$ cat src/siap_defines.svh
`ifndef SIAP_DEFINES_SVH
`define SIAP_DEFINES_SVH
// Input assembly geometry and byte offsets.
`define SIAP_IN_BYTES      8'h0D
`define SIAP_OFF_INPUTS    8'h00
`define SIAP_OFF_IN_HEALTH 8'h02
`define SIAP_OFF_TEST_VAL  8'h04
`define SIAP_OFF_TEST_HLTH 8'h06
`define SIAP_OFF_OUT_MON   8'h08
`define SIAP_OFF_OUT_HLTH  8'h0A
`define SIAP_OFF_MISC      8'h0C
// Bit positions in the miscellaneous byte.
`define SIAP_MISC_OUT_SUP  0
`define SIAP_MISC_UNIT_SUP 1
`define SIAP_MISC_ALL_OUT  2
`define SIAP_MISC_ALL_IN   3
`define SIAP_MISC_LAMP3    4
`define SIAP_MISC_LAMP7    5
`define SIAP_MISC_OUT_OC   6
`define SIAP_MISC_UNIT_OC  7
// Lamp-capable test outputs.
`define SIAP_LAMP_A        3
`define SIAP_LAMP_B        7
// Output assemblies.
`define SIAP_STD_OUT_BYTES 8'h01
`define SIAP_VND_OUT_BYTES 8'h04
`define SIAP_OFF_SAFE_CMD  8'h00
`define SIAP_OFF_TEST_CMD  8'h02
// Test output function code meaning standard output.
`define SIAP_TEST_FN_STD   2'h0
`endif

$ cat src/siap_pkg.sv
package siap_pkg;
  typedef logic [11:0] siap_in12_t;
  typedef logic [3:0]  siap_out4_t;
  typedef struct packed {
    logic out_supply_ok;
    logic unit_supply_ok;
    logic out_oc_ok;
    logic unit_oc_ok;
    logic lamp3_ok;
    logic lamp7_ok;
  } siap_power_t;
  typedef enum logic [1:0] { SIAP_ASM_NONE, SIAP_ASM_STD, SIAP_ASM_VND }
    siap_asm_t;
endpackage

$ cat src/siap_packer.sv
// Function
// [RULE1] Thirteen-byte input assembly; word 0 holds twelve input values, top nibble zero.
// [RULE2] Each input health flag is 0 on fault, 1 when fault-free.
// [RULE3] Word 6 holds twelve test output health flags, upper nibble unused.
// [RULE4] Word 8 holds monitored on/off state of safety outputs 0 to 3.
// [RULE5] Word 10 holds health flags of safety outputs 0 to 3.
// [RULE6] Byte 12 bit 3 is 1 only when every safety input is healthy.
// [RULE7] Byte 12 bit 2 is 1 only when every safety output is healthy.
// [RULE8] Byte 12 bits 4 and 5 carry lamp health of test outputs 3, 7.
// [RULE9] Byte 12 bit 0 is output supply voltage diagnosis, 1 when normal.
// [RULE10] Byte 12 bit 1 is unit supply voltage diagnosis, 1 when normal.
// [RULE11] Byte 12 bit 6 is 0 during output supply overcurrent.
// [RULE12] Byte 12 bit 7 is 0 during unit supply overcurrent.
// [RULE13] Unused inputs report value 0 and health 1.
// [RULE14] One-byte standard output assembly: bits 0 to 3 command safety outputs.
// [RULE15] Four-byte vendor output assembly: safety commands byte 0, test commands word 2.
// [RULE16] Commands for unused terminals and non-standard test outputs are ignored.
// [RULE17] The originator may send an empty configuration block.
// [RULE18] Words travel low byte first at the even offset.
// [RULE19] Every unused input assembly bit is driven zero.
`include "siap_defines.svh"
module siap_packer
  import siap_pkg::*;
(
  input  wire logic        CLK_SYS,
  input  wire logic        RST,
  input  wire siap_in12_t  SAFE_IN_N,
  input  wire siap_in12_t  SAFE_IN_FAULT,
  input  wire siap_in12_t  SAFE_IN_USED,
  input  wire siap_in12_t  TEST_PULSE_OUT,
  input  wire siap_in12_t  TEST_OUT_FAULT,
  input  wire siap_out4_t  SAFE_OUT_MON,
  input  wire siap_out4_t  SAFE_OUT_FAULT,
  input  wire siap_out4_t  SAFE_OUT_USED,
  input  wire siap_power_t POWER_DIAG,
  input  wire logic [23:0] TEST_OUT_FN,
  input  wire logic        TX_START,
  input  wire logic        TX_READY,
  output logic             TX_VALID,
  output logic [7:0]       TX_DATA,
  output logic             TX_LAST,
  input  wire logic        RX_VALID,
  input  wire logic [7:0]  RX_DATA,
  input  wire logic        RX_LAST,
  input  wire siap_asm_t   RX_ASM,
  output siap_out4_t       SAFE_OUT_CMD,
  output siap_in12_t       TEST_OUT_CMD,
  output logic             RX_DONE,
  output logic             RX_ERROR
);
  // Pins from the terminal pass three flops; a change counts on agreement.
  localparam int SW = 12 + 12 + 12 + 12 + 4 + 4 + 6;
  logic [SW-1:0] s1;
  logic [SW-1:0] s2;
  logic [SW-1:0] s3;
  logic [SW-1:0] stable;
  wire  [SW-1:0] raw = {SAFE_IN_N, SAFE_IN_FAULT, TEST_PULSE_OUT,
                        TEST_OUT_FAULT, SAFE_OUT_MON, SAFE_OUT_FAULT,
                        POWER_DIAG};
  wire  [SW-1:0] agree = ~(s2 ^ s3);
  always_ff @(posedge CLK_SYS) begin
    if (RST) begin
      s1     <= '0;
      s2     <= '0;
      s3     <= '0;
      stable <= '0;
    end else begin
      s1     <= raw;
      s2     <= s1;
      s3     <= s2;
      stable <= (agree & s3) | (~agree & stable);
    end
  end
  wire siap_in12_t  in_val  = stable[SW-1 -: 12];
  wire siap_in12_t  in_flt  = stable[SW-13 -: 12];
  wire siap_in12_t  tp_val  = stable[SW-25 -: 12];
  wire siap_in12_t  tp_flt  = stable[SW-37 -: 12];
  wire siap_out4_t  o_mon   = stable[SW-49 -: 4];
  wire siap_out4_t  o_flt   = stable[SW-53 -: 4];
  wire siap_power_t pw      = stable[5:0];

  // Word fields; unused inputs show value 0 and health 1.
  wire siap_in12_t in_rep  = in_val & SAFE_IN_USED;           // [RULE13]
  wire siap_in12_t in_hlth = ~in_flt | ~SAFE_IN_USED;         // [RULE2] [RULE13]
  wire siap_in12_t tp_hlth = ~tp_flt;                         // [RULE3]
  wire siap_out4_t o_hlth  = ~o_flt | ~SAFE_OUT_USED;         // [RULE5]
  wire all_in_ok  = &in_hlth;                                 // [RULE6]
  wire all_out_ok = &o_hlth;                                  // [RULE7]
  wire [7:0] misc;
  assign misc[`SIAP_MISC_OUT_SUP]  = pw.out_supply_ok;        // [RULE9]
  assign misc[`SIAP_MISC_UNIT_SUP] = pw.unit_supply_ok;       // [RULE10]
  assign misc[`SIAP_MISC_ALL_OUT]  = all_out_ok;              // [RULE7]
  assign misc[`SIAP_MISC_ALL_IN]   = all_in_ok;               // [RULE6]
  // Lamp health is only meaningful on the two lamp-capable test outputs.
  assign misc[`SIAP_MISC_LAMP3] = pw.lamp3_ok & tp_hlth[`SIAP_LAMP_A]; // [RULE8]
  assign misc[`SIAP_MISC_LAMP7] = pw.lamp7_ok & tp_hlth[`SIAP_LAMP_B]; // [RULE8]
  assign misc[`SIAP_MISC_OUT_OC]  = pw.out_oc_ok;             // [RULE11]
  assign misc[`SIAP_MISC_UNIT_OC] = pw.unit_oc_ok;            // [RULE12]

  function automatic logic [7:0] lo12(input siap_in12_t v);
    return v[7:0];
  endfunction
  function automatic logic [7:0] hi12(input siap_in12_t v);
    return {4'h0, v[11:8]};                                   // [RULE19]
  endfunction

  // Byte selection: low byte at the even offset.
  logic [7:0] idx;
  logic [7:0] next_byte;
  always_comb begin
    case (idx)
      8'h00:   next_byte = lo12(in_rep);                      // [RULE1] [RULE18]
      8'h01:   next_byte = hi12(in_rep);                      // [RULE1]
      8'h02:   next_byte = lo12(in_hlth);                     // [RULE2]
      8'h03:   next_byte = hi12(in_hlth);
      8'h04:   next_byte = lo12(tp_val);
      8'h05:   next_byte = hi12(tp_val);
      8'h06:   next_byte = lo12(tp_hlth);                     // [RULE3]
      8'h07:   next_byte = hi12(tp_hlth);                     // [RULE3]
      8'h08:   next_byte = {4'h0, o_mon & SAFE_OUT_USED};     // [RULE4] [RULE19]
      8'h09:   next_byte = 8'h00;                             // [RULE4]
      8'h0A:   next_byte = {4'h0, o_hlth};                    // [RULE5] [RULE19]
      8'h0B:   next_byte = 8'h00;                             // [RULE5]
      8'h0C:   next_byte = misc;
      default: next_byte = 8'h00;                             // [RULE19]
    endcase
  end

  // Bytes are read live; the sender must hold its diagnostics during a frame.
  logic       busy;
  wire        last_idx = (idx == `SIAP_IN_BYTES - 8'h01);
  wire        step     = busy && TX_READY;
  assign TX_VALID = busy;
  always_ff @(posedge CLK_SYS) begin
    if (RST) begin
      busy    <= 1'b0;
      idx     <= 8'h00;
      TX_DATA <= 8'h00;
      TX_LAST <= 1'b0;
    end else if (!busy && TX_START) begin
      busy    <= 1'b1;
      idx     <= 8'h01;
      TX_DATA <= lo12(in_rep);
      TX_LAST <= 1'b0;
    end else if (step) begin
      busy    <= !TX_LAST;
      idx     <= idx + 8'h01;
      TX_DATA <= next_byte;
      TX_LAST <= last_idx;
    end
  end

  // Output assembly reception.
  logic [7:0] rx_cnt;
  siap_asm_t  rx_kind;
  logic [31:0] rx_word;
  wire  [7:0] rx_len = (RX_ASM == SIAP_ASM_STD) ? `SIAP_STD_OUT_BYTES
               : (RX_ASM == SIAP_ASM_VND) ? `SIAP_VND_OUT_BYTES : 8'h00;
  wire [7:0] exp_len = rx_len;
  wire rx_wr = RX_VALID && (rx_cnt < exp_len);
  wire rx_end = RX_VALID && RX_LAST;
  wire rx_ok  = rx_end && (rx_cnt + 8'h01 == exp_len);
  siap_rx_buf u_buf (
    .clk   (CLK_SYS),
    .rst   (RST),
    .wr    (rx_wr),
    .waddr (rx_cnt[1:0]),
    .wdata (RX_DATA),
    .clr   (1'b0),
    .rdata (rx_word)
  );
  // The buffer's read register lags the last write by one edge, so the
  // commands are applied two edges after the frame is accepted.
  logic apply;
  logic apply_d;
  always_ff @(posedge CLK_SYS) begin
    if (RST) begin
      rx_cnt   <= 8'h00;
      rx_kind  <= SIAP_ASM_NONE;
      apply    <= 1'b0;
      apply_d  <= 1'b0;
      RX_DONE  <= 1'b0;
      RX_ERROR <= 1'b0;
    end else begin
      rx_cnt   <= rx_end ? 8'h00 : (RX_VALID ? rx_cnt + 8'h01 : rx_cnt);
      apply    <= rx_ok;
      apply_d  <= apply;
      rx_kind  <= rx_ok ? RX_ASM : rx_kind;
      RX_DONE  <= rx_ok;
      RX_ERROR <= rx_end && !rx_ok;
    end
  end
  // Test output command is honoured only for standard-function outputs.
  logic [11:0] test_std;
  always_comb begin
    for (int k = 0; k < 12; k++) begin
      test_std[k] = (TEST_OUT_FN[2*k +: 2] == `SIAP_TEST_FN_STD);
    end
  end
  wire siap_out4_t safe_new = rx_word[3:0] & SAFE_OUT_USED;   // [RULE14] [RULE15] [RULE16]
  wire siap_in12_t test_new = rx_word[16 +: 12];              // [RULE15] [RULE18]
  always_ff @(posedge CLK_SYS) begin
    if (RST) begin
      SAFE_OUT_CMD <= 4'h0;
      TEST_OUT_CMD <= 12'h000;
    end else if (apply_d) begin
      SAFE_OUT_CMD <= safe_new;
      if (rx_kind == SIAP_ASM_VND) begin
        TEST_OUT_CMD <= (test_new & test_std) |
                        (TEST_OUT_CMD & ~test_std);           // [RULE16]
      end
    end
  end
endmodule

$ cat src/siap_rx_buf.sv
// Holds the received output assembly; data leave through a register.
module siap_rx_buf
  import siap_pkg::*;
(
  input  wire logic       clk,
  input  wire logic       rst,
  input  wire logic       wr,
  input  wire logic [1:0] waddr,
  input  wire logic [7:0] wdata,
  input  wire logic       clr,
  output logic [31:0]     rdata
);
  logic [7:0] mem [0:3];
  always_ff @(posedge clk) begin
    if (rst || clr) begin
      mem[0] <= 8'h00;
      mem[1] <= 8'h00;
      mem[2] <= 8'h00;
      mem[3] <= 8'h00;
    end else if (wr) begin
      mem[waddr] <= wdata;
    end
  end
  always_ff @(posedge clk) begin
    if (rst) begin
      rdata <= 32'h0000_0000;
    end else begin
      rdata <= {mem[3], mem[2], mem[1], mem[0]};
    end
  end
endmodule

$ cat config.mk
export PLATFORM = sky130hd
export DESIGN_NAME = siap_packer
export DESIGN_NICKNAME = d
export VERILOG_FILES = /design/src/siap_pkg.sv /design/src/siap_packer.sv /design/src/siap_rx_buf.sv
export VERILOG_INCLUDE_DIRS = /design/src
export SDC_FILE = /design/constraint.sdc
export NUM_CORES = 1
export LEC_CHECK = 0
export BUFFER_PORTS_ARGS = -buffer_cell sky130_fd_sc_hd__buf_2
export CELL_PAD_IN_SITES_DETAIL_PLACEMENT = 0
export CELL_PAD_IN_SITES_GLOBAL_PLACEMENT = 2
export CORE_UTILIZATION = 34
export CTS_BUF_LIST = sky130_fd_sc_hd__clkbuf_8
export DETAILED_ROUTE_END_ITERATION = 10
export PLACE_DENSITY = 0.86
export SLEW_MARGIN = 20
export SYNTH_ARGS = -nofsm -noshare
export SYNTH_HDL_FRONTEND = slang
export SYNTH_SLANG_ARGS = --single-unit
$ cat constraint.sdc
create_clock -name CLK_SYS -period 2 [get_ports CLK_SYS]
set_input_delay 0.1 -clock CLK_SYS [delete_from_list [all_inputs] [get_ports CLK_SYS]]
set_output_delay 0.1 -clock CLK_SYS [all_outputs]
set_load 0.02 [all_outputs]
; Word-level counts from Yosys, hierarchy flattened
; Memory sizes are Yosys's and may differ from the RTL's. A register that Yosys moved wholly into a read port is not among the register bits.
; Cells that the tools add are included.
[op_classes]
n_bitwise = 22
order_cmp = 1
eq_ne = 14
add_sub_neg = 2
n_mux = 17
reduce_logical = 29
[ops]
columns = cell, count
row1 = $and A62 B62 Y62, 2
row2 = $not A62 Y62, 2
row3 = $pmux W8 S11, 1
row4 = $or A62 B62 Y62, 1
row5 = $xor A62 B62 Y62, 1
row6 = $not A12 Y12, 4
row7 = $and A12 B12 Y12, 3
row8 = $eq A8 B3 Y1 const B, 4
row9 = $eq A8 B4 Y1 const B, 3
row10 = $logic_not A2 Y1, 12
row11 = $mux W8, 3
row12 = $or A12 B12 Y12, 2
row13 = $add A8 B1 Y8 const B, 2
row14 = $eq A8 B2 Y1 const B, 2
row15 = $reduce_and A12 Y1, 1
row16 = $mux W1, 10
row17 = $and A4 B4 Y4, 2
row18 = $eq A8 B1 Y1 const B, 1
row19 = $eq A8 B3 Y1, 1
row20 = $logic_not A8 Y1, 1
row21 = $lt A8 B3 Y1, 1
row22 = $not A4 Y4, 2
row23 = $reduce_or A8 Y1, 1
row24 = $logic_and A1 B1 Y1, 6
row25 = other kinds (11), 17
[word_totals]
in_bits = 118
reg_bits = 295
n_memories = 1
out_inout_bits = 28
mem_bits_rw = 32
elab_cells = 102
[mem_list]
columns = memory, words, width, rd, rd_clocked_by_memory_dff, wr, line_no
row1 = u_buf.mem, 4, 8, 3, 3, 4, siap_rx_buf.sv:13  ; logic [7:0] mem [0:3];

; Logic depth before layout (Yosys ltp)
[logic_depth]
word_depth = 10
depth_mapped = 9

; Hierarchy
; From an unflattened synthesis, not the netlist that was laid out.
[unflattened]
hier_cells = 1172
area_unflattened_um2 = 12290.5
[modules_own_cells]
columns = module, n_inst, cells_each, area_per_inst_um2
row1 = siap_packer, 1, 1024, 10124.7
row2 = siap_rx_buf, 1, 148, 2165.8

; Worst setup path before layout
; No wires, ideal clock.
[synth_timing]
path_type = register -> register
startpoint = reg rx_cnt[2]
endpoint = mem u_buf.mem[2][0], enable pin
required_time_ns = 1.691
setup_time_ns = 0.309
path_buffers = 1
arrival_ns = 1.801
path_stages_with_launch = 8
path_slack_ns = -0.111
cell_sequence = dfxtp_1 -> ha_1 -> nor4b_1 -> nand2_1 -> a211oi_1 -> and3_1 -> clkbuf_1 -> or2_2
[synth_rtl]
columns = item, line_no
row1 = start: declaration, siap_packer.sv:154  ; logic [7:0] rx_cnt;
row2 = start signal: assignment, siap_packer.sv:185  ; rx_cnt <= rx_end ? 8'h00 : (RX_VALID ? rx_cnt + 8'h01 : rx_cnt);
row3 = end: declaration, siap_rx_buf.sv:13

==> metrics.md <==
| Metric | Value |
|---|---|
| Fin crit share | `95.0%` |
| Drt total wl | `25.8 mm` |
| Post-CTS Setup Inserts | `0` |
| Static leakage | `5.72 nW` |
| Dpl hpwl | `17.3 mm` |
| FF+latch count, synth | `327` |
| Synth Net Count | `1215` |
| YS warnings | `0` |
| Largest area contributor in the netlist | `dfxtp_1` |
| First-pass DRT Iterations | `5` |
| Antenna cells | `0` |
| Adder-cell share of the synthesized area | `0.796%` |
| Site row count | `65` |
| Critical Path Start Type | `primary input` |
| Final Power | `13.3 mW` |
| Syn Area/Cell | `10.1 sq um` |
| CP Capture Type | `flip-flop` |
| DR WL met3 | `1.25 mm` |
| FMAX | `527 MHz` |
| CTS root buffer | `clkbuf_8` |
| Mux share of post-synthesis cell area | `1.28%` |
| Final #Nets | `1504` |
| CTS sink cnt | `327` |
| Ports | `146` |
| Largest net degree at the start of global routing | `122` |
| Die Width | `182 um` |
| Max H-tree Level | `2` |
| Num CTS Buffers | `54` |
| Slowest-stage cell, CP | `dlygate4sd3_1` |
| List of most frequent post-synthesis cells | `311 x dfxtp_1, 210 x nor2b_1, 119 x nand2_1` |
| Via count | `8287` |
| Final min period | `1.90 ns` |
| Routed WL per cell | `14.2 um` |
| WP buf/inv | `2` |
| Critical Path, Cell by Cell | `dlygate4sd3_1 > buf_2 > nand2b_1 > ha_1 > nor4b_1 > nand2_1 > a211oi_2 > and3_1 > or2_4` |
| Power Dens Cells | `917 mW/mm^2` |
| Crit path largest cell delay | `0.54 ns` |
| Gr usage total | `15.8%` |
| Crit path max-delay family | `simple AND/OR/NAND/NOR gates` |
| Post-synthesis instance area | `0.0110 sq mm` |
| CP max FO | `8` |
| Compound-gate portion of the synthesized area | `11.5%` |
| Share of cells above drive strength 1 | `18.5%` |
| Top cells by area, synth | `dfxtp_1 57%, nor2b_1 12%, edfxtp_1 4.4%, nand2_1 4.1%, a21oi_1 3.8%` |
| CP Class | `primary input to flip-flop` |
| Max-cap violation count | `0` |
| FFs w/ async S/R, synth | `0%` |
| Slew @ Worst Pin | `0.757 ns` |
| First-pass GRT wire length | `41.8 mm` |
| Initial DRC count | `505` |
| Met2 Routed Length | `11.6 mm` |
| Max VDD drop | `527 uV` |
| DP Cell Count | `1614` |
| Max Clock Skew | `0.0193 ns` |
| P&R area growth vs syn | `31.6%` |
| Syn Inst Count | `1090` |
| Part of the Yosys area used for sequential elements | `60.9%` |
| Endpoints failing hold | `0` |
| Total congestion overflow | `0` |
| Met1 WL | `12.4 mm` |
| Clk slew on worst S/H paths | `0.06 ns` |
| Clock insertion delay at the later pin of the skew report | `0.55 ns` |
| CTS tree | `yes` |
| Largest family of logic cells by synthesized area | `simple AND/OR/NAND/NOR gates` |
| Hold crit path type | `primary input to flip-flop` |
| HP Start | `SAFE_IN_USED[5]` |
| Rel. slew slack | `49.5%` |
| Core area | `0.0317 sq mm` |
| Status | `completed` |
| Drc violations | `0` |
| CTS max path bufs | `3` |
| Most common cell in the netlist | `dfxtp_1` |
| Post-Synth XOR/XNOR Area | `1.11%` |
| Worst Setup SP | `RX_ASM[0]` |
| Post-route insts no fill | `1816` |
| GP Congestion | `0.836` |
| Required time worst endpoint | `2.25 ns` |
| Top-area cell type share of the netlist area | `56.6%` |
| # port buffers | `145` |
| Netlist cell types | `58` |
| Number of max-slew violations in the final report | `0` |
| DRT antenna net count | `0` |
| Die area | `0.0331 sq mm` |
| Post-synth EDFFs | `16` |
| Util after Layout | `45.7%` |
| Vias per cell | `4.56` |
| Vias in the first global route | `8086` |
| Top routing layer in use | `met4` |
| Die H | `182 um` |
| Post-Synth Simple-Gate Area | `22.4%` |
| CP arrival | `2.15 ns` |
| R2R Path Start | `idx[4]` |
| Dominant synthesized flop cell | `dfxtp_1` |
| Initial core utilization | `34.7%` |
| Final setup violation count | `0` |
| Initial antenna violation count | `0` |
-- final cells by class --
cell class              count  area (sq um)
well taps                 402           503
multi-input cells         707          4120
clock inverters            21           110
fillers                  2983         17200
repair buffers            281          2060
clock buffers              70           963
inverters                   8          30.0
flip-flops and latches    327          6710
-- cells in the final DEF (no fill, tap or decap), drive strengths merged, types with 13 or more instances in the layout --
cell type / instances
a21oi: 84
nand2: 120
buf: 170
nor2b: 210
edfxtp: 16
inv: 28
nor3: 18
and2: 20
dlygate4sd3: 111
dfxtp: 311
clkbuf: 70
mux2i: 13
o21ai: 81
nor2: 37
-- cell families after synthesis --
family / after synthesis
and+or+nand+nor: 455
DFF: 327
AOI/OAI and AO/OA: 217
buffers and inverters: 56
xor gates and xnor gates: 14
muxes: 14
adders and majority gates: 7
-- per-stage QoR --
step,setup TNS [ns],setup slack [ns],instance area [sq um],hold WS (ns)
detailed placement,0,0.0473,12300,0.312
floorplan,0,0.00672,11000,0.228
finish,0,0.101,14500,0.0907
global route,-0.000849,-0.000849,14500,0.0416
global placement,0,0.00144,12300,0.309
CTS,0,0.0447,14500,0.0332
-- routing by layer --
| metal | vias up | GRT usage (%) |
|---|---|---|
| met3 | 48 | 3.29 |
| met4 | 0 | 4.84 |
| li1 | 4255 | - |
| met5 | - | 0 |
| met2 | 189 | 25.3 |
| met1 | 3795 | 21.4 |
-- what timing repair did --
action                                  CTS  global route
hold buffers                            111             0
gates resized for setup                   0             9
endpoints found under the setup margin    0            19
endpoints found under the hold margin   118             0
-- worst paths after layout --
check        cells past startpoint              end  slack (ns)
max                              9  u_buf.mem[2][1]        0.10
min reg2reg                      1           s2[20]        0.43
min                              3       TX_DATA[5]        0.09
max reg2reg                      6       TX_DATA[5]        0.11
-- worst reg2reg max path, delay by kind of cell (launching register included) --
family | cells | cell delay, ns
AND/OR/NAND/NOR | 4 | 1.09
AO/OA/AOI/OAI | 2 | 0.36
flip-flops | 1 | 0.35
-- power by group --
group | internal (mW) | switching (mW)
sequential | 6.77 | 0.0871
combinational | 0.408 | 0.353
clock | 3.22 | 2.44
Note: power is estimated with default switching activity, not from simulation.
